### config.mk
export PLATFORM = sky130hd
export DESIGN_NAME = sas_sar_adc_sequencer
export DESIGN_NICKNAME = d
export VERILOG_FILES = /design/src/core/sas_pkg.sv /design/src/core/sas_clk_div.sv /design/src/core/sas_sar_engine.sv /design/src/core/sas_sar_adc_sequencer.sv
export SDC_FILE = /design/constraint.sdc
export NUM_CORES = 1
export LEC_CHECK = 0
export BUFFER_PORTS_ARGS = -buffer_cell sky130_fd_sc_hd__buf_2
export CAP_MARGIN = 20
export CORE_MARGIN = 5
export CORE_UTILIZATION = 49
export CTS_CLUSTER_SIZE = 25
export DETAILED_ROUTE_END_ITERATION = 8
export PLACE_DENSITY = 0.68
export SLEW_MARGIN = 5
export SYNTH_ARGS = -nofsm -noshare
export SYNTH_HDL_FRONTEND = slang
export SYNTH_HIERARCHICAL = 1
export SYNTH_SLANG_ARGS = --single-unit
### constraint.sdc
create_clock -name i_clock -period 5.2 [get_ports i_clock]
set_clock_uncertainty 0.05 [all_clocks]
set_input_delay 0.78 -clock i_clock [delete_from_list [all_inputs] [get_ports i_clock]]
set_output_delay 0.78 -clock i_clock [all_outputs]
set_load 0.01 [all_outputs]
### src/core/sas_pkg.sv
package sas_pkg;
   // Register map, one byte per address
   localparam logic [3:0] ADDR_MODE = 4'h0;
   localparam logic [3:0] ADDR_CLKCFG = 4'h1;
   localparam logic [3:0] ADDR_PIN_ANALOG = 4'h2;
   localparam logic [3:0] ADDR_RES_CTRL = 4'h3;
   localparam logic [3:0] ADDR_VREF = 4'h4;
   localparam logic [3:0] ADDR_DATA_HI = 4'h5;
   localparam logic [3:0] ADDR_DATA_LO = 4'h6;
   localparam logic [3:0] ADDR_IRQ_FLAG = 4'h7;
   localparam logic [3:0] ADDR_IRQ_EN = 4'h8;

   // Mode register fields
   localparam int MODE_POWER_BIT = 7;
   localparam int MODE_START_BIT = 6;
   localparam int MODE_DONE_BIT = 5;
   localparam int MODE_GATE_BIT = 4;
   localparam int MODE_CHAN_LSB = 0;

   // Clock configuration fields
   localparam int CLK_DIV_LSB = 2;
   localparam int CLK_SAMPLE_LSB = 0;

   // Resolution control fields
   localparam int RES_PB_LSB = 4;
   localparam int RES_SEL_LSB = 0;

   // Reference selection fields
   localparam int VREF_EXT_BIT = 4;
   localparam int VREF_LVL_LSB = 0;

   // Interrupt enable and flag fields
   localparam int IE_CONV_BIT = 0;
   localparam int IE_GLOBAL_BIT = 1;
   localparam int IF_CONV_BIT = 0;

   // Channel select codes
   localparam logic [3:0] CHAN_QUARTER_SUPPLY = 4'hb;

   // Conversion clock divider codes and ratios
   localparam logic [1:0] DIV_CODE_16 = 2'h0;
   localparam logic [1:0] DIV_CODE_8 = 2'h1;
   localparam logic [1:0] DIV_CODE_1 = 2'h2;
   localparam logic [1:0] DIV_CODE_2 = 2'h3;
   localparam logic [3:0] DIV_LIMIT_16 = 4'hf;
   localparam logic [3:0] DIV_LIMIT_8 = 4'h7;
   localparam logic [3:0] DIV_LIMIT_2 = 4'h1;
   localparam logic [3:0] DIV_LIMIT_1 = 4'h0;

   // Resolution codes and bit counts
   localparam logic [1:0] RES_CODE_8 = 2'h0;
   localparam logic [1:0] RES_CODE_10 = 2'h1;
   localparam logic [3:0] BITS_8 = 4'h8;
   localparam logic [3:0] BITS_10 = 4'ha;
   localparam logic [3:0] BITS_12 = 4'hc;
   localparam int RESULT_W = 12;
   localparam logic [3:0] RESULT_MSB = 4'hb;

   // Tail of every conversion, in conversion clock periods
   localparam logic [1:0] TAIL_PERIODS = 2'h2;

   // Engine states, one-hot
   typedef enum logic [3:0] {
      ST_IDLE = 4'b0001,
      ST_SAMPLE = 4'b0010,
      ST_CONV = 4'b0100,
      ST_TAIL = 4'b1000
   } sas_state_t;

   function automatic logic [3:0] sas_bit_count(input logic [1:0] res);
      case (res)
         RES_CODE_8: sas_bit_count = BITS_8;
         RES_CODE_10: sas_bit_count = BITS_10;
         default: sas_bit_count = BITS_12;
      endcase
   endfunction

   function automatic logic [3:0] sas_sample_periods(input logic [1:0] sel);
      sas_sample_periods = 4'h1 << sel;
   endfunction
endpackage

### src/core/sas_clk_div.sv
module sas_clk_div
   import sas_pkg::*;
(
   // Clock and reset
   input wire logic i_clock,
   input wire logic i_rst_n,
   // Control
   input wire logic i_run,
   input wire logic [1:0] i_div_sel,
   // Conversion clock enable
   output logic o_tick
);
   import sas_pkg::*;

   typedef struct packed {
      logic [3:0] count;
      logic tick;
   } sas_div_t;

   sas_div_t state;
   sas_div_t next_state;
   logic [3:0] limit;

   always_comb begin
      case (i_div_sel)
         DIV_CODE_16: limit = DIV_LIMIT_16;
         DIV_CODE_8: limit = DIV_LIMIT_8;
         DIV_CODE_1: limit = DIV_LIMIT_1;
         default: limit = DIV_LIMIT_2;
      endcase
      next_state = state;
      next_state.tick = 1'b0;
      if (!i_run) begin
         next_state.count = 4'h0;
      end else if (state.count >= limit) begin
         // One pulse per divided period of the instruction clock
         next_state.count = 4'h0;
         next_state.tick = 1'b1;
      end else begin
         next_state.count = state.count + 4'h1;
      end
   end

   always_ff @(posedge i_clock or negedge i_rst_n) begin
      if (!i_rst_n) begin
         state <= '0;
      end else begin
         state <= next_state;
      end
   end

   assign o_tick = state.tick;
endmodule

### src/core/sas_sar_engine.sv
module sas_sar_engine
   import sas_pkg::*;
(
   // Clock and reset
   input wire logic i_clock,
   input wire logic i_rst_n,
   // Control
   input wire logic i_tick,
   input wire logic i_start,
   input wire logic [1:0] i_sample_sel,
   input wire logic [1:0] i_res_sel,
   input wire logic i_cmp_high,
   // Status and result
   output logic o_busy,
   output logic o_done,
   output logic o_sample,
   output logic [sas_pkg::RESULT_W-1:0] o_trial
);
   import sas_pkg::*;

   typedef struct packed {
      sas_state_t st;
      logic [3:0] count;
      logic [3:0] bitpos;
      logic [3:0] lsb;
      logic [3:0] periods;
      logic [RESULT_W-1:0] value;
      logic done;
   } sas_eng_t;

   sas_eng_t state;
   sas_eng_t next_state;

   always_comb begin
      next_state = state;
      next_state.done = 1'b0;
      case (state.st)
         ST_IDLE: begin
            if (i_start) begin
               // Sample width and resolution are frozen for the whole conversion
               next_state.st = ST_SAMPLE;
               next_state.count = 4'h0;
               next_state.periods = sas_sample_periods(i_sample_sel);
               next_state.lsb = RESULT_MSB + 4'h1 - sas_bit_count(i_res_sel);
               next_state.value = '0;
            end
         end
         ST_SAMPLE: begin
            if (i_tick) begin
               if (state.count + 4'h1 >= state.periods) begin
                  next_state.st = ST_CONV;
                  next_state.bitpos = RESULT_MSB;
                  next_state.value[RESULT_MSB] = 1'b1;
               end else begin
                  next_state.count = state.count + 4'h1;
               end
            end
         end
         ST_CONV: begin
            // One bit decided per conversion clock period
            if (i_tick) begin
               if (!i_cmp_high) begin
                  next_state.value[state.bitpos] = 1'b0;
               end
               if (state.bitpos == state.lsb) begin
                  next_state.st = ST_TAIL;
                  next_state.count = 4'h0;
               end else begin
                  next_state.bitpos = state.bitpos - 4'h1;
                  next_state.value[state.bitpos - 4'h1] = 1'b1;
               end
            end
         end
         ST_TAIL: begin
            // Sample + bits + two periods in total
            if (i_tick) begin
               if (state.count + 4'h1 >= {2'h0, TAIL_PERIODS}) begin
                  next_state.st = ST_IDLE;
                  next_state.done = 1'b1;
               end else begin
                  next_state.count = state.count + 4'h1;
               end
            end
         end
         default: begin
            next_state.st = ST_IDLE;
         end
      endcase
   end

   always_ff @(posedge i_clock or negedge i_rst_n) begin
      if (!i_rst_n) begin
         state <= '{st: ST_IDLE, default: '0};
      end else begin
         state <= next_state;
      end
   end

   // Unresolved low bits were never set, so they stay zero
   assign o_trial = state.value;
   assign o_busy = (state.st != ST_IDLE);
   assign o_sample = (state.st == ST_SAMPLE);
   assign o_done = state.done;
endmodule

### src/core/sas_sar_adc_sequencer.sv
// Operation
// - Gate bit low routes no source and blocks conversions.
// - Codes 0-4 port A, 5-10 port B, 11 quarter supply, 12-15 nothing.
// - Pin config bits 0-7 cover PA0-4 and PB0-2; control bits 4-6 PB3-5.
// - A set pin config bit makes the pin analog-only, digital input off.
// - Conversion clock divides instruction clock by 16, 8, 1 or 2.
// - Sample width is 1, 2, 4 or 8 conversion clock periods.
// - Resolution field picks 8, 10 or 12 conversion bits.
// - Each approximation step takes one conversion clock period.
// - Conversion lasts sample width plus bit count plus two periods.
// - Writing start begins conversion; done reads 0 until it ends.
// - End of conversion sets the flag until firmware writes zero.
// - Flag reads as set only while its enable bit is one.
// - Both enables set: interrupt on done rising edge.
// - Result is at most twelve bits wide.
//
// The plain strobed port and the register offsets were left to the implementer.
module sas_sar_adc_sequencer
   import sas_pkg::*;
(
   // Clock and reset
   input wire logic i_clock,
   input wire logic i_rst_n,
   // Register port
   input wire logic [3:0] i_addr,
   input wire logic [7:0] i_wdata,
   input wire logic i_wr,
   input wire logic i_rd,
   output logic [7:0] o_rdata,
   // Analog front end
   input wire logic i_cmp_high,
   output logic [3:0] o_source_sel,
   output logic o_source_en,
   output logic [10:0] o_pin_analog,
   output logic o_bias_en,
   output logic [2:0] o_upper_ref_sel,
   output logic o_sample_pulse,
   output logic [sas_pkg::RESULT_W-1:0] o_trial,
   // Interrupt
   output logic o_irq
);
   import sas_pkg::*;

   typedef struct packed {
      logic converter_power_enable;
      logic start;
      logic global_channel_gate;
      logic [3:0] channel_select;
      logic [1:0] conversion_clock_div;
      logic [1:0] sample_width_sel;
      logic [7:0] pin_analog_config;
      logic [2:0] pb_analog;
      logic [1:0] resolution;
      logic [4:0] upper_reference_sel;
      logic [RESULT_W-1:0] result;
      logic conv_flag;
      logic conversion_irq_enable;
      logic global_irq_enable;
      logic start_pulse;
      logic [7:0] rdata;
      logic [3:0] source_sel;
      logic source_en;
      logic [10:0] pin_analog;
      logic bias_en;
      logic [2:0] ref_sel;
      logic irq;
   } sas_top_t;

   sas_top_t state;
   sas_top_t next_state;

   logic tick;
   logic busy;
   logic done;
   logic sample;
   logic [RESULT_W-1:0] trial;
   logic [7:0] readback;

   sas_clk_div u_div (
      .i_clock(i_clock),
      .i_rst_n(i_rst_n),
      // Keep ticking while busy so a conversion caught by power off still finishes
      .i_run(state.converter_power_enable || busy),
      .i_div_sel(state.conversion_clock_div),
      .o_tick(tick)
   );

   sas_sar_engine u_eng (
      .i_clock(i_clock),
      .i_rst_n(i_rst_n),
      .i_tick(tick),
      .i_start(state.start_pulse),
      .i_sample_sel(state.sample_width_sel),
      .i_res_sel(state.resolution),
      .i_cmp_high(i_cmp_high),
      .o_busy(busy),
      .o_done(done),
      .o_sample(sample),
      .o_trial(trial)
   );

   // Register readback; unmapped addresses read zero
   always_comb begin
      readback = 8'h00;
      case (i_addr)
         ADDR_MODE: begin
            readback[MODE_POWER_BIT] = state.converter_power_enable;
            readback[MODE_START_BIT] = state.start;
            // Done stays low while a conversion is pending
            readback[MODE_DONE_BIT] = !state.start && !busy;
            readback[MODE_GATE_BIT] = state.global_channel_gate;
            readback[MODE_CHAN_LSB +: 4] = state.channel_select;
         end
         ADDR_CLKCFG: begin
            readback[CLK_DIV_LSB +: 2] = state.conversion_clock_div;
            readback[CLK_SAMPLE_LSB +: 2] = state.sample_width_sel;
         end
         ADDR_PIN_ANALOG: begin
            readback = state.pin_analog_config;
         end
         ADDR_RES_CTRL: begin
            readback[RES_PB_LSB +: 3] = state.pb_analog;
            readback[RES_SEL_LSB +: 2] = state.resolution;
         end
         ADDR_VREF: begin
            readback[VREF_LVL_LSB +: 5] = state.upper_reference_sel;
         end
         ADDR_DATA_HI: begin
            readback = state.result[RESULT_W-1 -: 8];
         end
         ADDR_DATA_LO: begin
            readback[3:0] = state.result[3:0];
         end
         ADDR_IRQ_FLAG: begin
            // Flag is hidden while its enable is off
            readback[IF_CONV_BIT] = state.conv_flag && state.conversion_irq_enable;
         end
         ADDR_IRQ_EN: begin
            readback[IE_CONV_BIT] = state.conversion_irq_enable;
            readback[IE_GLOBAL_BIT] = state.global_irq_enable;
         end
         default: begin
            readback = 8'h00;
         end
      endcase
   end

   always_comb begin
      next_state = state;
      next_state.start_pulse = 1'b0;
      next_state.rdata = i_rd ? readback : 8'h00;

      if (i_wr) begin
         case (i_addr)
            ADDR_MODE: begin
               next_state.converter_power_enable = i_wdata[MODE_POWER_BIT];
               next_state.global_channel_gate = i_wdata[MODE_GATE_BIT];
               next_state.channel_select = i_wdata[MODE_CHAN_LSB +: 4];
               // Start only with power on, gate open and engine idle
               if (i_wdata[MODE_START_BIT] && i_wdata[MODE_POWER_BIT]
                   && i_wdata[MODE_GATE_BIT] && !state.start && !busy) begin
                  next_state.start = 1'b1;
                  next_state.start_pulse = 1'b1;
               end
            end
            ADDR_CLKCFG: begin
               next_state.conversion_clock_div = i_wdata[CLK_DIV_LSB +: 2];
               next_state.sample_width_sel = i_wdata[CLK_SAMPLE_LSB +: 2];
            end
            ADDR_PIN_ANALOG: begin
               next_state.pin_analog_config = i_wdata;
            end
            ADDR_RES_CTRL: begin
               next_state.pb_analog = i_wdata[RES_PB_LSB +: 3];
               next_state.resolution = i_wdata[RES_SEL_LSB +: 2];
            end
            ADDR_VREF: begin
               next_state.upper_reference_sel = i_wdata[VREF_LVL_LSB +: 5];
            end
            ADDR_IRQ_FLAG: begin
               // Only an explicit zero clears the flag
               if (!i_wdata[IF_CONV_BIT]) begin
                  next_state.conv_flag = 1'b0;
               end
            end
            ADDR_IRQ_EN: begin
               next_state.conversion_irq_enable = i_wdata[IE_CONV_BIT];
               next_state.global_irq_enable = i_wdata[IE_GLOBAL_BIT];
            end
            default: begin
            end
         endcase
      end

      // Completion wins over a clear in the same cycle
      if (done) begin
         next_state.conv_flag = 1'b1;
         next_state.start = 1'b0;
         next_state.result = trial;
      end
      // Power off abandons nothing in the engine; start is dropped once the engine is idle
      if (!next_state.converter_power_enable && !busy) begin
         next_state.start = 1'b0;
      end

      // Source routing: nothing reaches the converter with the gate closed
      next_state.source_sel = state.channel_select;
      next_state.source_en = state.global_channel_gate
                             && (state.channel_select <= CHAN_QUARTER_SUPPLY);
      // Digital input paths disabled on analog-only pins
      next_state.pin_analog = {state.pb_analog, state.pin_analog_config};
      next_state.bias_en = state.converter_power_enable;
      next_state.ref_sel = {state.upper_reference_sel[VREF_EXT_BIT],
                            state.upper_reference_sel[VREF_LVL_LSB +: 2]};
      // Flag is set on the done rising edge, so the level follows it
      next_state.irq = state.conv_flag && state.conversion_irq_enable
                       && state.global_irq_enable;
   end

   always_ff @(posedge i_clock or negedge i_rst_n) begin
      if (!i_rst_n) begin
         state <= '0;
      end else begin
         state <= next_state;
      end
   end

   // Result width is capped at twelve bits
   assign o_trial = trial;
   assign o_sample_pulse = sample;
   assign o_rdata = state.rdata;
   assign o_source_sel = state.source_sel;
   assign o_source_en = state.source_en;
   assign o_pin_analog = state.pin_analog;
   assign o_bias_en = state.bias_en;
   assign o_upper_ref_sel = state.ref_sel;
   assign o_irq = state.irq;
endmodule

======== Word-level counts from Yosys, hierarchy flattened ========
Cells that the tools add are included.
cells by class
  shift operators ......................... 1
  reduce and logical (&&, ||, !) cells .... 41
  multiplexer cells ....................... 62
  equal/unequal tests ..................... 28
  $add $sub $neg .......................... 4
  magnitude comparators ................... 8
  bitwise operators ....................... 3
operators by type and width
  kind                                                         count
  2-to-1 mux 12 bit                                            8
  2-to-1 mux 4 bit                                             12
  2-to-1 mux 8 bit                                             5
  case mux 4 bit (4 select lines)                              2
  2-to-1 mux 29 bit                                            1
  case mux 11 bit (2 select lines)                             1
  equality test 4 x 3 -> 1 bit (second input constant)         5
  2-to-1 mux 1 bit                                             17
  AND reduction 2 bit                                          7
  AND 12 bit                                                   1
  equality test 4 x 2 -> 1 bit (second input constant)         3
  != test 2 bit (second input constant)                        6
  inverter 12 bit                                              1
  bitwise OR 12 bit                                            1
  case mux 2 bit (6 select lines)                              1
  case mux 4 bit (3 select lines)                              1
  nonzero test 3 bit                                           4
  logical AND 1 bit                                            11
  less-than comparator 4 x 5 -> 1 bit (second input constant)  2
  2-to-1 mux 5 bit                                             2
  != test 2 x 1 -> 1 bit (second input constant)               5
  AND reduction 5 bit                                          2
  case mux 1 bit (9 select lines)                              1
  AND reduction 3 bit                                          3
  31 further kinds                                             45
storage, ports and cells
  input bits .............................. 17
  logic and storage cells ................. 179
  output and inout bits ................... 42
  flip-flop bits (word level) ............. 112

======== Longest topological paths before layout ========
  depth after elaboration ................. 13
  gate-level depth with buffers ........... 9
  depth with buffers taken out ............ 9

======== Hierarchy ========
Netlist, hierarchy kept.
modules (own cells, without submodules)
  module                 sequential area each (µm²)  instances  area an instance (µm²)  cells an instance
  sas_sar_adc_sequencer  1851.8                      1          3165.5                  240
  sas_sar_engine         802.0                       1          1983.2                  202
  sas_clk_div            125.1                       1          300.3                   28

======== Worst setup path after synthesis ========
OpenSTA, ideal clock, no wires.
  path kind ............................... input port to flip-flop
  from .................................... in i_addr[0]
  to ...................................... reg state[72] (netlist bit)
  setup slack ............................. 2.856 ns
  data arrival time ....................... 2.171 ns
  stages .................................. 5
  required time ........................... 5.027 ns
  path buffers ............................ 1
  cells stage by stage .................... or3_4 > or3b_1 > buf_6 > mux2_4 > o221a_1
RTL lines
  item                  line                          text
  from (decl)           sas_sar_adc_sequencer.sv:25   input wire logic [3:0] i_addr,
  to (signal assigned)  sas_sar_adc_sequencer.sv:224  state <= next_state;
  to (decl)             sas_sar_adc_sequencer.sv:69   sas_top_t state;

======== Worst setup path in the final report ========
  from .................................... reg u_eng/state[29] (netlist bit)
  to ...................................... reg u_eng/state[27] (netlist bit)
between the ends
  cells in the longest elaborated chain, start to end .. 3
  elaborated cells between the ends (all ways) .. 14
  those cells by class .................... 11 x eq/ne; 1 x mux; 2 x reduce/logical
RTL lines
  item                                                          line                  text
  from (decl)                                                   sas_sar_engine.sv:31  sas_eng_t state;
  from (signal assigned)                                        sas_sar_engine.sv:95  state <= next_state;
  equality test 4 bit, or another cell as far along             sas_sar_engine.sv:37  case (state.st)
  != test 2 bit (no source line), or another cell as far along  n/a
  AND reduction 8 bit (no source line)                          n/a
Several ways; a longest one is shown, not always the timed one.
A chain may end at the register's enable or synchronous reset.

==> metrics <==
TritonCTS buffer count 9; worst IR drop on VDD 0.198 mV; Slew headroom 0.351; Cell Pwr Density roughly 330 mW/mm^2; first-pass GRT wire length 18400 um; post-CTS resize count 0; antenna violations before repair 0; fin crit share 0.494; number of flops mapped to enable cells by yosys 0; final hold violation count 0; # fillers 985; Layout Nets 519; CP max stage delay 600 ps; # setup viols final 0; Inst Count DP 615; synth warn 6; die width around 120 um; Worst-path clk slew 100 ps; DRC errors left 0; Critical Path AT about 2800 ps; Async SR Flop Fraction 1.00; RSZ-0062 raised after global routing false; placed inst area 0.00556 mm^2; fin cells 630; CP Capture Type flip-flop; cell taking the most area after synthesis dfrtp_1; drt pass-1 iters 4; post-synth top area share 0.505; outcome finished, final reports clean; I/O pin count 59; crit path kind flip-flop to flip-flop; diode count 0; Setup TNS 0 ps; synthesized area 0.00545 mm^2; gpl congestion between 0.8 and 0.9; detailed placement HPWL 8290 um; crit-path leading delay family simple AND/OR/NAND/NOR gates; CP bufs+invs 0; port buffer count 58; vias in the first global route 3607; Post-CTS Hold Fix Bufs 0; drt wl/cell 17.7 um; CTS tree done; Max Slew Vio Count 0; post-route cell area 0.00574 mm^2; share of layout cells above drive strength 1 0.284; Max Freq 389 MHz; Req. time, crit path 5420 ps; DIE HEIGHT 115 um; max-cap violation count 0; FF+latch count, synth 111; ANT nets after route 0; Leak 2.72 nW; largest net degree at the start of global routing 72; most instantiated library cell after synthesis dfrtp_1; vias per cell about 5.6; Clock Sinks between 100 and 150; register area share after synthesis 0.510; core box area between 0.01 and 0.015 mm^2; Yosys cell types 60; H-tree depth 3; via count 3553; Clock Latency Late Sink 370 ps; Crit Path Max Fanout 25; Row Count 38; crit path cell chain nor4b_1 -> nand2_1 -> o221ai_2 -> o211ai_4 -> mux2_4; Post-Synthesis Cells 470; GR Overflow Total 0; Final min period around 2600 ps; Final Util 0.527; worst hold path type flip-flop to flip-flop; Post-Syn Nets ~500; WL final 11100 um; slowest cell on the critical path nand2_1; Iteration-0 DRC Markers 217; Clock Path Buffers 2; P&R area growth vs syn 5.35%; Root Buffer clkbuf_8; syn avg cell area ~12 um^2; top cells by area, synth dfrtp_1 (51%), mux2_2 (9.7%), buf_4 (5.2%); main flop type after synthesis dfrtp_1; Initial Util 0.500; Setup Buffers After CTS 0; Synth top cells by count dfrtp_1 (110), mux2_2 (47), buf_4 (38), nand2_1 (33), nor2_1 (23); die area 0.0133 mm^2; element type at the critical path start flip-flop; global-route usage over all layers 0.177; worst-margin pin slew 959 ps
## path summary, 6_finish.rpt
path | startpoint | to | slack, ps | cells past startpoint
max in group asynchronous | i_rst_n | o_pin_analog[9] | 3560 | 2
setup / recovery | u_eng/state[29] | u_eng/state[27] | 2630 | 5
setup reg to reg | u_eng/state[29] | u_eng/state[27] | 2630 | 5
min in group asynchronous | i_rst_n | u_eng/o_trial[3] | 480 | 1
hold / removal | next_state[9] | o_pin_analog[4] | 360 | 0
hold reg to reg | next_state[9] | o_pin_analog[4] | 360 | 0
## routing by layer
layer / routed length [um] / up-vias / GRT usage
met5: 0 / - / 0
met4: 177 / 0 / 0.0610
met3: 443 / 15 / 0.0360
met2: 5230 / 70 / 0.273
met1: 5290 / 1790 / 0.251
li1: - / 1678 / -
## cells by family (layout without fill, tap and decap cells)
logic type      after synthesis  after routing  share of synthesized area
simple gates                126            126                      0.125
flops                       111            111                      0.510
compound gates               81             81                      0.115
buf+inv                      69             89                     0.0772
mux                          57             57                      0.119
fa+ha+maj                    16             16                     0.0367
xor+xnor                     10             10                     0.0175
## area by class of cell
class,instances,area [um^2],area share
clock buffer,12,155,0.0270
clock inverter,3,25.0,0.00436
inverter,15,56.3,0.00981
multi-input combinational,290,2250,0.392
sequential,111,2780,0.484
tap,140,175,0.0305
timing repair buffer,59,300,0.0523
## state kept, by name (all words and copies together) (netlist names), 3 cells and up
register,cells
o_upper_ref_sel,3
u_eng/state,19
next_state,19
o_pin_analog,11
o_rdata,8
u_eng/o_trial,12
o_source_sel,4
state,26
u_div/state,4
## placed cells by master (no fill, tap or decap), types with 2 or more instances in the layout
cell / Yosys / layout
and2_1: 6 / 6
buf_2: 3 / 57
nand3b_1: 3 / 3
a32o_1: 12 / 12
nand3_1: 12 / 12
or3_1: 2 / 2
nor2_1: 23 / 23
clkbuf_8: 0 / 11
nor2b_1: 13 / 13
o32ai_1: 2 / 2
o211a_1: 2 / 2
o211ai_1: 3 / 3
o31ai_1: 3 / 3
xnor2_1: 3 / 3
o22ai_1: 4 / 4
nor3_1: 7 / 7
mux2_4: 4 / 4
mux2_2: 47 / 47
xor2_1: 6 / 6
inv_1: 15 / 15
a22oi_1: 10 / 10
nor4b_1: 2 / 2
nand2_1: 33 / 33
o21ai_0: 13 / 13
mux2i_1: 6 / 6
nor3b_1: 4 / 4
inv_6: 0 / 2
nand2b_1: 7 / 7
o41ai_1: 2 / 2
o2bb2ai_1: 2 / 2
and3_1: 2 / 2
o21a_1: 4 / 4
a21oi_1: 12 / 12
or2_2: 3 / 3
dfrtp_1: 110 / 110
nor4_1: 2 / 2
buf_4: 38 / 2
ha_1: 16 / 16
## where the power goes
part	switching, mW	total, mW	internal [mW]
sequential	0.0851	1.06	0.978
combinational	0.191	0.352	0.161
clock	0.282	0.484	0.202
total	0.559	1.90	1.34
## through the flow
stage	power, mW	worst slack (ps)	hold slack [ps]
3_3_place_gp	1.42	2480	339
2_1_floorplan	1.34	2860	314
5_1_grt	2.01	2370	378
4_1_cts	1.92	2600	363
3_5_place_dp	1.44	2350	340
6_report	1.90	2630	361
No activity file was read; power rests on OpenSTA's default activity.
